--- src/hw/swm_pkg.sv ---
// What this block does
// - Once fast, all slots use fast timing until a long reset.
// - After fast skip on multidrop, master sends fast reset then match or search.
// - Master avoids read commands after fast skip with several fast slaves; the block has no guard, the user keeps reads off.
// - A slewed falling edge lengthens reset low by the fall time; the block counts a fixed reset low and adds no fall time.
// - Master samples at presence sample time; low means slave present.
// - Reset high window covers presence plus recovery; data slots follow at once.
// - On mixed buses stretch reset high window to 480us or 48us.
// - Each slot carries one bit and starts with master pulling low.
// - One: release before write-one low time; zero: hold past write-zero time.
// - After each slot the line rests high for the recovery time.
// - Read slot: master pulls low briefly; slave holds low to return zero.
// - Master samples inside read window, late, and waits full slot time.
// - ROM check: CRC-8, x^8+x^5+x^4+1 over 56 bits versus stored byte.
// - Bus idles high; fast-speed slot low periods stay at or under 15us.
package swm_pkg;

	localparam int CLK_PERIOD_NS = 4;
	localparam int CNT_W = 18;

	function automatic int cyc_up(input int ns);
		return ((ns + CLK_PERIOD_NS - 1) / CLK_PERIOD_NS < 1) ? 1 :
			(ns + CLK_PERIOD_NS - 1) / CLK_PERIOD_NS;
	endfunction

	function automatic int cyc_dn(input int ns);
		return (ns / CLK_PERIOD_NS < 1) ? 1 : ns / CLK_PERIOD_NS;
	endfunction

	// standard speed times, ns
	localparam int STD_RESET_LOW_NS = 480000;
	localparam int STD_PRESENCE_SAMPLE_NS = 70000;
	localparam int STD_RESET_HIGH_NS = 480000;
	localparam int STD_WRITE_ZERO_LOW_NS = 60000;
	localparam int STD_WRITE_ONE_LOW_NS = 6000;
	localparam int STD_READ_SAMPLE_NS = 13000;
	localparam int STD_SLOT_NS = 70000;
	// fast speed times, ns; reset low sits between 48us and 80us
	localparam int FST_RESET_LOW_NS = 56000;
	localparam int FST_PRESENCE_SAMPLE_NS = 8500;
	localparam int FST_RESET_HIGH_NS = 48000;
	localparam int FST_WRITE_ZERO_LOW_NS = 8000;
	localparam int FST_WRITE_ONE_LOW_NS = 1000;
	localparam int FST_READ_SAMPLE_NS = 2000;
	localparam int FST_SLOT_NS = 10000;

	// cycle counts: least times round up, sample points round down
	localparam int STD_RESET_LOW_CYC = cyc_up(STD_RESET_LOW_NS);
	localparam int STD_PRESENCE_SAMPLE_CYC = cyc_dn(STD_PRESENCE_SAMPLE_NS);
	localparam int STD_RESET_HIGH_CYC = cyc_up(STD_RESET_HIGH_NS);
	localparam int STD_WRITE_ZERO_LOW_CYC = cyc_up(STD_WRITE_ZERO_LOW_NS);
	localparam int STD_WRITE_ONE_LOW_CYC = cyc_up(STD_WRITE_ONE_LOW_NS);
	localparam int STD_READ_SAMPLE_CYC = cyc_dn(STD_READ_SAMPLE_NS);
	localparam int STD_SLOT_CYC = cyc_up(STD_SLOT_NS);
	localparam int FST_RESET_LOW_CYC = cyc_up(FST_RESET_LOW_NS);
	localparam int FST_PRESENCE_SAMPLE_CYC = cyc_dn(FST_PRESENCE_SAMPLE_NS);
	localparam int FST_RESET_HIGH_CYC = cyc_up(FST_RESET_HIGH_NS);
	localparam int FST_WRITE_ZERO_LOW_CYC = cyc_up(FST_WRITE_ZERO_LOW_NS);
	localparam int FST_WRITE_ONE_LOW_CYC = cyc_up(FST_WRITE_ONE_LOW_NS);
	localparam int FST_READ_SAMPLE_CYC = cyc_dn(FST_READ_SAMPLE_NS);
	localparam int FST_SLOT_CYC = cyc_up(FST_SLOT_NS);

	// rom commands that switch speed
	localparam logic [7:0] ROM_FAST_SKIP = 8'h3C;
	localparam logic [7:0] ROM_FAST_MATCH = 8'h69;

	// reflected polynomials, shifted lsb first
	localparam logic [7:0] CRC8_POLY = 8'h8C;
	localparam logic [15:0] CRC16_POLY = 16'hA001;
	localparam logic [7:0] CRC8_INIT = 8'h00;
	localparam logic [15:0] CRC16_INIT = 16'h0000;

	typedef enum logic [1:0] {
		OP_RESET = 2'h0,
		OP_BYTE = 2'h1,
		OP_BIT = 2'h2
	} swm_op_t;

	typedef enum logic [2:0] {
		ST_IDLE = 3'h0,
		ST_RST_LOW = 3'h1,
		ST_RST_WAIT = 3'h2,
		ST_SLOT_LOW = 3'h3,
		ST_SLOT_REST = 3'h4
	} swm_state_t;

endpackage

--- src/hw/swm_master.sv ---
`timescale 1ns/100ps
module swm_master #(
	parameter int P_STD_RESET_LOW = swm_pkg::STD_RESET_LOW_CYC,
	parameter int P_STD_PRESENCE_SAMPLE = swm_pkg::STD_PRESENCE_SAMPLE_CYC,
	parameter int P_STD_RESET_HIGH = swm_pkg::STD_RESET_HIGH_CYC,
	parameter int P_STD_WRITE_ZERO_LOW = swm_pkg::STD_WRITE_ZERO_LOW_CYC,
	parameter int P_STD_WRITE_ONE_LOW = swm_pkg::STD_WRITE_ONE_LOW_CYC,
	parameter int P_STD_READ_SAMPLE = swm_pkg::STD_READ_SAMPLE_CYC,
	parameter int P_STD_SLOT = swm_pkg::STD_SLOT_CYC,
	parameter int P_FST_RESET_LOW = swm_pkg::FST_RESET_LOW_CYC,
	parameter int P_FST_PRESENCE_SAMPLE = swm_pkg::FST_PRESENCE_SAMPLE_CYC,
	parameter int P_FST_RESET_HIGH = swm_pkg::FST_RESET_HIGH_CYC,
	parameter int P_FST_WRITE_ZERO_LOW = swm_pkg::FST_WRITE_ZERO_LOW_CYC,
	parameter int P_FST_WRITE_ONE_LOW = swm_pkg::FST_WRITE_ONE_LOW_CYC,
	parameter int P_FST_READ_SAMPLE = swm_pkg::FST_READ_SAMPLE_CYC,
	parameter int P_FST_SLOT = swm_pkg::FST_SLOT_CYC
) (
	// clock and reset
	input wire logic clk,
	input wire logic reset,
	input wire logic ce,
	// command port
	input wire logic cmd_valid,
	output logic cmd_ready,
	input wire logic [1:0] cmd_op,
	input wire logic [7:0] cmd_data,
	input wire logic cmd_long_reset,
	// answer
	output logic done,
	output logic [7:0] rd_data,
	output logic presence,
	output logic fast_speed_flag,
	// crc checking
	input wire logic crc_clear,
	output logic [7:0] crc8,
	output logic [15:0] crc16,
	// bus line, open drain
	input wire logic line_in,
	output logic line_out,
	output logic line_oe
);

	localparam int CW = swm_pkg::CNT_W;

	typedef struct packed {
		swm_pkg::swm_state_t st;
		logic [CW-1:0] cnt;
		logic [2:0] bit_idx;
		logic byte_mode;
		logic [7:0] sh;
		logic [7:0] rx;
		// rx fills during slots, rd only moves at the end of a command
		logic [7:0] rd;
		logic fast;
		logic first;
		logic set_fast;
		logic long_rst;
		logic presence;
		logic done;
		logic drive;
	} swm_regs_t;

	localparam swm_regs_t REGS_RESET = '{
		st: swm_pkg::ST_IDLE,
		cnt: '0,
		bit_idx: 3'h0,
		byte_mode: 1'b0,
		sh: 8'h00,
		rx: 8'h00,
		rd: 8'h00,
		fast: 1'b0,
		first: 1'b0,
		set_fast: 1'b0,
		long_rst: 1'b0,
		presence: 1'b0,
		done: 1'b0,
		drive: 1'b0
	};

	swm_regs_t q;
	swm_regs_t d;

	// speed-selected end counts, last cycle index of each phase
	logic [CW-1:0] end_rst_low;
	logic [CW-1:0] end_pres_sample;
	logic [CW-1:0] end_rst_high;
	logic [CW-1:0] end_zero_low;
	logic [CW-1:0] end_one_low;
	logic [CW-1:0] end_sample;
	logic [CW-1:0] end_slot;
	logic [CW-1:0] end_low;
	logic sample_now;
	logic in_slot;

	always_comb
	begin
		// every waveform follows the current speed, except the low phase of a long reset
		if (q.fast)
		begin
			end_rst_low = CW'(P_FST_RESET_LOW - 1);
			end_pres_sample = CW'(P_FST_PRESENCE_SAMPLE - 1);
			end_rst_high = CW'(P_FST_RESET_HIGH - 1);
			end_zero_low = CW'(P_FST_WRITE_ZERO_LOW - 1);
			end_one_low = CW'(P_FST_WRITE_ONE_LOW - 1);
			end_sample = CW'(P_FST_READ_SAMPLE - 1);
			end_slot = CW'(P_FST_SLOT - 1);
		end
		else
		begin
			end_rst_low = CW'(P_STD_RESET_LOW - 1);
			end_pres_sample = CW'(P_STD_PRESENCE_SAMPLE - 1);
			end_rst_high = CW'(P_STD_RESET_HIGH - 1);
			end_zero_low = CW'(P_STD_WRITE_ZERO_LOW - 1);
			end_one_low = CW'(P_STD_WRITE_ONE_LOW - 1);
			end_sample = CW'(P_STD_READ_SAMPLE - 1);
			end_slot = CW'(P_STD_SLOT - 1);
		end
		// a long reset always runs at standard length
		if (q.long_rst)
			end_rst_low = CW'(P_STD_RESET_LOW - 1);
	end

	// a read slot is a write-one slot; the line shows the slave's answer
	assign end_low = q.sh[0] ? end_one_low : end_zero_low;
	assign in_slot = (q.st == swm_pkg::ST_SLOT_LOW) || (q.st == swm_pkg::ST_SLOT_REST);
	assign sample_now = in_slot && (q.cnt == end_sample);

	always_comb
	begin
		d = q;
		d.done = 1'b0;
		unique case (q.st)
			swm_pkg::ST_IDLE:
			begin
				d.cnt = '0;
				if (cmd_valid)
				begin
					unique case (cmd_op)
						swm_pkg::OP_RESET:
						begin
							// short reset while fast keeps the speed
							d.long_rst = cmd_long_reset | ~q.fast;
							d.drive = 1'b1;
							d.st = swm_pkg::ST_RST_LOW;
						end
						swm_pkg::OP_BYTE:
						begin
							d.byte_mode = 1'b1;
							d.bit_idx = 3'h0;
							d.sh = cmd_data;
							// first rom byte after reset may switch speed
							// no collision guard: keep reads off a shared bus after fast skip
							d.set_fast = q.first &&
								(cmd_data == swm_pkg::ROM_FAST_SKIP ||
								cmd_data == swm_pkg::ROM_FAST_MATCH);
							d.drive = 1'b1;
							d.st = swm_pkg::ST_SLOT_LOW;
						end
						swm_pkg::OP_BIT:
						begin
							d.byte_mode = 1'b0;
							d.bit_idx = 3'h0;
							d.sh = {7'h00, cmd_data[0]};
							d.set_fast = 1'b0;
							d.drive = 1'b1;
							d.st = swm_pkg::ST_SLOT_LOW;
						end
						default:
						begin
							// unknown op: answered at once, line untouched
							d.done = 1'b1;
						end
					endcase
				end
			end
			swm_pkg::ST_RST_LOW:
			begin
				d.cnt = q.cnt + 1'b1;
				// rounding up to whole cycles is exact at 4 ns, so nothing is added for a slow fall
				if (q.cnt == end_rst_low)
				begin
					d.drive = 1'b0;
					d.cnt = '0;
					d.st = swm_pkg::ST_RST_WAIT;
					if (q.long_rst)
						d.fast = 1'b0;
				end
			end
			swm_pkg::ST_RST_WAIT:
			begin
				d.cnt = q.cnt + 1'b1;
				if (q.cnt == end_pres_sample)
					d.presence = ~line_in;
				if (q.cnt == end_rst_high)
				begin
					// window covers presence and recovery
					d.cnt = '0;
					d.first = 1'b1;
					d.long_rst = 1'b0;
					d.done = 1'b1;
					d.st = swm_pkg::ST_IDLE;
				end
			end
			swm_pkg::ST_SLOT_LOW:
			begin
				d.cnt = q.cnt + 1'b1;
				// fast low periods stay far below 15us
				if (q.cnt == end_low)
				begin
					d.drive = 1'b0;
					d.st = swm_pkg::ST_SLOT_REST;
				end
			end
			swm_pkg::ST_SLOT_REST:
			begin
				d.cnt = q.cnt + 1'b1;
				// full slot elapses, giving the slave its recovery
				if (q.cnt == end_slot)
				begin
					d.cnt = '0;
					if (q.byte_mode && q.bit_idx != 3'h7)
					begin
						d.bit_idx = q.bit_idx + 3'h1;
						d.sh = {1'b0, q.sh[7:1]};
						d.drive = 1'b1;
						d.st = swm_pkg::ST_SLOT_LOW;
					end
					else
					begin
						// once fast, only a long reset clears it
						if (q.set_fast)
							d.fast = 1'b1;
						d.set_fast = 1'b0;
						d.first = 1'b0;
						d.rd = q.rx;
						d.done = 1'b1;
						d.st = swm_pkg::ST_IDLE;
					end
				end
			end
			default:
			begin
				d = REGS_RESET;
			end
		endcase

		// either slot state: a written zero still holds the line low at the sample
		if (sample_now)
		begin
			// late sample inside the read window
			if (q.byte_mode)
				d.rx = {line_in, q.rx[7:1]};
			else
				d.rx = {7'h00, line_in};
		end
	end

	always_ff @(posedge clk)
	begin
		if (reset)
			q <= REGS_RESET;
		else if (ce)
			q <= d;
	end

	// every bus bit, written or read back, feeds both checkers lsb first
	swm_crc #(
		.W(8),
		.POLY(swm_pkg::CRC8_POLY),
		.INIT(swm_pkg::CRC8_INIT)
	) u_crc8 (
		.clk(clk),
		.reset(reset),
		.ce(ce),
		.clear(crc_clear),
		.bit_valid(sample_now),
		.bit_in(line_in),
		.crc(crc8)
	);

	swm_crc #(
		.W(16),
		.POLY(swm_pkg::CRC16_POLY),
		.INIT(swm_pkg::CRC16_INIT)
	) u_crc16 (
		.clk(clk),
		.reset(reset),
		.ce(ce),
		.clear(crc_clear),
		.bit_valid(sample_now),
		.bit_in(line_in),
		.crc(crc16)
	);

	assign cmd_ready = (q.st == swm_pkg::ST_IDLE);
	assign done = q.done;
	assign rd_data = q.rd;
	assign presence = q.presence;
	assign fast_speed_flag = q.fast;
	// open drain: only ever pulls low
	assign line_out = 1'b0;
	assign line_oe = q.drive;

endmodule

--- src/hw/swm_crc.sv ---
`timescale 1ns/100ps
module swm_crc #(
	parameter int W = 8,
	parameter logic [W-1:0] POLY = '0,
	parameter logic [W-1:0] INIT = '0
) (
	// clock and reset
	input wire logic clk,
	input wire logic reset,
	input wire logic ce,
	// control
	input wire logic clear,
	input wire logic bit_valid,
	input wire logic bit_in,
	// result
	output logic [W-1:0] crc
);

	typedef struct packed {
		logic [W-1:0] crc;
	} swm_crc_regs_t;

	swm_crc_regs_t q;
	swm_crc_regs_t d;

	always_comb
	begin
		d = q;
		// clear first, so a bit in the same cycle starts a fresh sum
		if (clear)
			d.crc = INIT;
		if (bit_valid)
		begin
			if (d.crc[0] ^ bit_in)
				d.crc = (d.crc >> 1) ^ POLY;
			else
				d.crc = d.crc >> 1;
		end
	end

	always_ff @(posedge clk)
	begin
		if (reset)
			q <= '{crc: INIT};
		else if (ce)
			q <= d;
	end

	assign crc = q.crc;

endmodule

--- config.mk ---
export PLATFORM = sky130hd
export DESIGN_NAME = swm_master
export DESIGN_NICKNAME = d
export VERILOG_FILES = /design/src/hw/swm_pkg.sv /design/src/hw/swm_master.sv /design/src/hw/swm_crc.sv
export SDC_FILE = /design/constraint.sdc
export NUM_CORES = 1
export LEC_CHECK = 0
export ABC_AREA = 1
export BUFFER_PORTS_ARGS = -buffer_cell sky130_fd_sc_hd__buf_2
export CAP_MARGIN = 20
export CORE_UTILIZATION = 34
export DETAILED_ROUTE_END_ITERATION = 8
export PLACE_DENSITY = 0.59
export SYNTH_ARGS = -nofsm -noshare
export SYNTH_HDL_FRONTEND = slang
export SYNTH_SLANG_ARGS = --single-unit
--- constraint.sdc ---
create_clock -name clk -period 2.3 [get_ports clk]
set_input_delay 0.115 -clock clk [delete_from_list [all_inputs] [get_ports clk]]
set_output_delay 0.115 -clock clk [all_outputs]
set_load 0.005 [all_outputs]
==> results.txt, run 1 <==
The cell that appears most often on the critical path is nand3_2. The number of cells in the design after placement is 1,065, and the clock period minus final worst setup slack is 2.04 ns. The routed layout has 5,432 vias. The part of the cycle the worst path needs was 88.8%. The depth of the worst register-to-register path was 9; the growth of design area from synthesis to finish was 12.8%. The cell area that synthesis handed to floorplanning was 5200 um2. The floorplan die width was 126 um; the reported leakage power was 0.00260 uW.

The tools report the number of pins exceeding their max-slew limit in the final report as 0. The core region is 14,800 um2. Leaving out fill and tap cells, the most frequent cell in the layout is nand2_1. Total clock sinks: 80. For this run, design rule violations remaining after detail routing come to 5.

The top cell types in the final layout, fill and taps aside, are nand2_1, nor2_1, inv_1, a21oi_1, dfxtp_1. After clock tree synthesis, the clock-pin slew on the worst setup and hold paths is 0.06 ns. The number of instances on the worst hold path came out at 5. After synthesis, the cell types taking the most area are dfxtp_1, nand2_1, a21oi_1.

The run gives 44 as the row count. The checks that failed: design-rule violations. The number of warnings issued by yosys was 0; the highest clock frequency the design can meet was 489 MHz.

The detailed-router iteration count before antenna repair was 7. The largest total area in the synthesized netlist belongs to dfxtp_1. The number of global-route vias before repair is 4,992. In this run the count of I/O pins placed on the die edge is 55. On the critical path, the stage with the largest delay is an instance of dfxtp_1. Post-placement cell area: 5600 um2.

The register bit total from synthesis is 80. The signal on the critical path passes through inv_1 > nand2_1 > nand3_2 > nor2_1 > nand3_2 > nand2_4 > nand2_2 > o21ai_0 > a21oi_1. Proportion of netlist area held by the largest area contributor: 30.8%. Setup repair after global routing left no endpoint under its margin. Hold buffer count at CTS: 0. For the first-iteration detailed-routing DRC count, the log shows 425. For the worst setup path, the data required time is 2.50 ns. The number of flops mapped to enable cells by yosys is 0. Post-layout instance count excluding filler cells: 1,079. The die covers 15,800 um2.

The die is 126 um tall. The tools report the number of antenna violations at the first check in global routing as 0. The logs give 3 for the depth of the CTS H-tree and 885 for the synthesized netlist net count. With fillers left out, the area of the finished cells amounts to 5870 um2.

The worst IR drop on VDD is 0.440 mV. The tools report the detailed-placement wirelength estimate as 10,300 um. STA classifies the critical path startpoint as a register. Setup slack on the worst reg-to-reg path comes out at 0.26 ns. The repair_antennas step left the layout with diodes totalling 0. Sum of negative setup slack: 0 ns. Data arrives at the worst endpoint at 2.25 ns. The first global-routing pass estimated 24,900 um of wire.

The run gives 857 as the post-synthesis cell count. Following the worst setup path forward leads to its endpoint at q[51]. In the synthesized netlist the dominant register cell turns out to be dfxtp_1. In this run the tightest slew margin relative to its limit is 45.3%. The worst setup path is captured at a register.

Summed over all layers, the global routing overflow is 0. The net count of the finished layout is 920. In this run the tool buffered the top-level ports with 53 buffer cells. The clock passes through at most 2 buffers.

The top fanout value on the critical path came out at 18. The tree is rooted in a clkbuf_16. Entering global routing, the biggest net connects 50 pins.

Setup violations remaining at the end of the flow were counted as 0. In this run the power density over the cells is 891 nW/um2. On the final layout, the worst clock skew is 0.00748 ns. In this design, the stage delay of the slowest critical-path cell is 0.48 ns. The share of the Yosys chip area taken by registers is 30.8%.

The final number of hold-violating endpoints came out at 0. The flow ran to the end, but the final reports show violations. At the end of routability-driven placement, the weighted congestion stood at 0.945. The via count normalized by instance count was 5.03; the effective utilization at floorplan was 35.2%. In the final routed layout, each cell accounts on average for 13.7 um. In the final layout, the share of cells above drive strength 1 is 12.4%. Clock latency on the worst-skew pair, taken at its later pin, is 0.35 ns.

The overall routing resource usage came out at 19.5%. The tools report the utilization after layout as 39.8%. TritonCTS built the clock tree. The worst register-to-register path begins at q[43]. The count of different cell masters after synthesis came out at 37. Worst hold path class: input port to register.

The category of the critical setup timing path is register to register. The clock buffer count from CTS was 9. Per-instance average area after synthesis: 6.07 um2. For the max-capacitance violation count, the log shows 0. In this run the worst setup path begins at q[43].

After synthesis, the share of flip-flops with an asynchronous set or reset is 0%. The worst register-to-register path ends at q[51]. The pin slew with the least headroom to its limit is 0.820 ns, and the count of antenna-violating nets left after detailed routing is 0.

For this block, the routed nets add up to 14,800 um of wire.
-- worst min-delay path by stage --
stage | start | to | slack, ns
floorplan | line_in | q[15] | 0.32
global placement | q[4] | q[4] | 0.44
detailed placement | rd_data[1] | rd_data[1] | 0.45
CTS | cmd_long_reset | q[3] | 0.16
global route | cmd_data[3] | q[26] | 0.20
finish | cmd_data[5] | q[28] | 0.17
-- synth_stat cells, types with 2 or more instances --
cell type / count
nand2_1: 245
nor2_1: 106
inv_1: 86
a21oi_1: 83
dfxtp_1: 80
nand3_1: 69
o21ai_0: 27
clkbuf_1: 20
o21ai_1: 18
nand4_1: 17
buf_2: 15
buf_4: 11
ha_1: 11
nor3_1: 10
xnor2_1: 6
inv_2: 5
o22ai_1: 5
buf_6: 4
nand3_2: 4
nand3b_1: 4
xor2_1: 4
a211oi_1: 3
buf_1: 3
nor2_2: 3
o21bai_1: 3
a31oi_1: 2
nor3_4: 2
o211ai_1: 2
-- metal layers --
layer | routed length (um) | track usage (%)
met5 | 0 | 0
met4 | 262 | 7.17
met3 | 916 | 4.63
met2 | 6300 | 29.4
met1 | 7300 | 26.8
-- worst max-delay path, delay by kind of cell (launching register included) --
| kind | cells | cell delay, ns |
|---|---|---|
| AOI/OAI and AO/OA | 2 | 0.33 |
| buffers and inverters | 1 | 0.13 |
| DFF | 1 | 0.48 |
| and+or+nand+nor | 6 | 0.94 |
-- kinds of logic (layout without fill, tap and decap cells) --
logic type / Yosys count / after routing / synth area share, %
flops: 80 / 80 / 30.8
other cells: 1 / 1 / 0.0721
simple gates: 464 / 464 / 37.9
compound gates: 144 / 144 / 14.5
fa+ha+maj: 11 / 11 / 2.65
xor+xnor: 10 / 10 / 1.68
buf+inv: 147 / 185 / 12.4
-- area by class of cell --
type	count	area (um2)
Inverter	93	352
Fill cell	1604	8890
Multi-Input combinational cell	630	2950
Clock buffer	11	243
Tap cell	184	230
Sequential cell	80	1600
Timing Repair Buffer	78	465
Clock inverter	3	20.0
-- where the power goes --
part           internal (uW)  switching (uW)  total [uW]
Sequential              1610             169        1780
Combinational            725            1390        2110
Clock                    747             591        1340
-- stage by stage --
step           setup slack (ns)  hold slack (ns)  power, uW
4_1_cts                   0.162            0.161       5250
2_1_floorplan             0.375            0.316       3320
6_report                  0.257            0.169       5230
5_1_grt                  0.0124            0.196       5650
3_3_place_gp              0.261            0.444       3900
3_5_place_dp              0.173            0.447       3900
-- state kept, by name, summed over array words and instances (netlist names) --
register and cells:
line_oe 1, u_crc8.crc 8, done 1, presence 1, fast_speed_flag 1, u_crc16.crc 16
q 44, rd_data 8
-- timing repair --
item,4_1_cts,5_1_grt
resized for setup,0,2
setup endpoints to repair,0,14
setup buffers,0,0
No activity file was read; power rests on OpenSTA's default activity.
==> inputs of run 2 (changes only) <==
- clock period: 2.3 -> 2.2 ns (I/O delays scaled with it)
==> results.txt, run 2 (synthesized netlist as in run 1, its figures left out) <==
The number of instances on the worst hold path was 5 (unchanged). The top fanout value on the critical path came out at 18 (unchanged). The part of the cycle the worst path needs was 90.6% (+1.8 points). The register with the most flip-flops in the final layout is q. The growth of design area from synthesis to finish was 15.7%; the clock tree skew after final layout was 0.00925 ns (+0.00177 ns). The effective utilization at floorplan was 35.2% (unchanged).

The run gives 1,606 (+0.12%) as the number of fill cells in the layout. The via count normalized by instance count is 5.01 (-0.50%). Category of the worst setup path launch point: a register.

The depth of the CTS H-tree is 3 (unchanged). The endpoint type of the worst setup path was a register. Post-route cell area: 6020 um2 (+2.6%). First-iteration detailed-routing DRC count: 411 (-3.3%).

The worst IR drop on VDD is 0.593 mV (+35%). The critical path ends at q[42]. On the critical path, the stage with the largest delay is an instance of dfxtp_1. The tools report the clock buffer count from CTS as 9 (unchanged). Buffer type at the clock tree root: clkbuf_16. Number of placed I/O pins: 55 (unchanged). In this design, the critical path's most frequently occurring cell is nand2_1. The height of the die was 126 um (unchanged); the pin slew with the least headroom to its limit was 0.526 ns (-0.294 ns). The flow ran to the end, but the final reports show violations. The maximum number of pins on one net before global-route repair is 49 (-2.0%), and the total grt overflow is 0 (unchanged).

The run gives 14,800 um2 (unchanged) as the floorplan core area. The logs give 0 (unchanged) for the final number of hold-violating endpoints and 0.35 ns (about the same) for the worst-skew pair later-pin latency. The reported leakage power was 0.00267 uW (+2.9%); the detailed-placement wirelength estimate was 10,500 um (+1.2%). The post-cts sizing count is 0 (unchanged), and the flip-flop count of the largest register, all copies and words added is 44 (unchanged). The number of buffers added on ports is 53 (unchanged), and the overall die area is 15,800 um2 (unchanged). The row count was 44 (unchanged); the hold buffer count at CTS was 0 (unchanged). Sum of negative setup slack: 0 ns (unchanged). The total buffers and inverters traversed by the critical path works out to 1 (unchanged). On the critical path the largest part of the delay comes from simple AND/OR/NAND/NOR gates. Clock period minus final worst setup slack: 1.99 ns (-0.0494 ns).

The floorplan die width is 126 um (unchanged). The CTS clock-pin slew for the worst setup and hold paths was 0.06 ns (about the same); the overall routing resource usage was 19.8% (+0.35 points). The data required time of the worst path was 2.41 ns (-0.09 ns); the post-placement cell area was 5650 um2 (+0.89%). The buffer depth of the longest clock path came out at 2 (unchanged). The checks that failed: design-rule violations. The tools report the detailed-router iteration count before antenna repair as 7 (unchanged).

The critical path is of the register to register type. For the setup fix buffers added after clock tree synthesis, the log shows 0 (unchanged). The areal power density over the cells is 977 nW/um2 (+9.7%), and the final setup violation count is 0 (unchanged). Number of DRC violations after detailed routing: 5 (unchanged). The logs give 80 (unchanged) for the total clock sinks and 501 MHz (+2.5%) for the highest clock frequency the design can meet. The count of antenna-violating nets left after detailed routing is 0 (unchanged).

Worst hold path class: input port to register. For the net total in the final layout, the log shows 925 (+0.54%). The worst register-to-register path begins at q[50]. The register-to-register setup slack is 0.21 ns (-0.05 ns), and the number of gates on the worst path with buffers counted is 9 (unchanged).

The depth of the worst register-to-register path came out at 9 (unchanged). The placer congestion estimate came out at 0.898 (-4.9%). The tools report the first-pass GRT wire length as 25,400 um (+2.1%).

The tools report the number of global-route vias before repair as 5,082 (+1.8%). The final routed wire length divided by cell count is 13.6 um (-0.39%), and the number of inserted diodes is 0 (unchanged). TritonCTS built the clock tree. The most common cell after layout, fill and taps aside was nand2_1.

Reg-to-reg critical path endpoint: q[42]. The overall routed net length came out at 14,800 um (about the same). The signal arrival time at the worst endpoint was 2.20 ns (-0.05 ns). For the number of pins exceeding their max-slew limit in the final report, the log shows 0 (unchanged). The number of antenna violations at the first check in global routing is 0 (unchanged).

In the layout the commonest cells are nand2_1, nor2_1, inv_1, a21oi_1, dfxtp_1. The max-capacitance violation count was 0 (unchanged). Tracing the worst setup path back leads to its startpoint at q[50].

Setup repair after global routing left no endpoint under its margin. The normalized max-slew margin came out at 64.9% (+20 points). The fraction of final layout cells sized beyond drive strength 1 came out at 13.4% (+1.0 points).

Traced cell by cell, the critical path runs through nor2_1 > nand2_1 > o21ai_0 > nand3_1 > nand2_1 > nand2_1 > buf_12 > o21ai_0 > a21oi_1. The worst stage delay on the critical path was 0.36 ns (-0.12 ns). The via count of the routed design is 5,430 (-0.037%).
-- run 2: cell type report --
| cell class | instances | area [um2] | share of cell area [%] |
|---|---|---|---|
| clock inverters | 3 | 90.1 | 1.50 |
| repair buffers | 83 | 515 | 8.57 |
| clock buffers | 11 | 253 | 4.20 |
| inverters | 93 | 352 | 5.84 |
| well taps | 184 | 230 | 3.83 |
| flip-flops and latches | 80 | 1610 | 26.7 |
| multi-input cells | 630 | 2970 | 49.4 |
-- run 2: power breakdown --
part	switching [uW]	internal, uW
combinational	1470	782
clock	613	1160
sequential	181	1680
-- run 2: worst min-delay path, delay by kind of cell --
family	cells	cell delay, ns
and+or+nand+nor	1	0.06
buffers and inverters	1	0.08
AOI/OAI and AO/OA	3	0.23
-- run 2: worst min-delay path by stage --
stage | startpoint | end
after floorplan | line_in | q[15]
after global routing | line_in | q[15]
after detailed placement | q[33] | q[33]
after global placement | q[4] | q[4]
after CTS | cmd_data[5] | q[28]
final | cmd_data[5] | q[28]
-- run 2: stage by stage --
step	hold slack, ns	std cells	worst slack (ns)	power, uW	utilization, %
floorplan	0.311	857	0.275	3470	-
global placement	0.438	1070	0.193	4100	38.3
detailed placement	0.443	1070	0.0832	4110	38.3
CTS	0.171	1084	0.0468	5900	40.6
global route	0.208	1084	0.00424	6320	40.8
finish	0.179	1084	0.206	5880	40.8
-- run 2: routing by layer --
metal	part of all wire (%)	global-route usage, %
met3	5.2	3.44
met5	0	0
met2	42	29.7
met1	50	28.1
met4	2.2	7.75
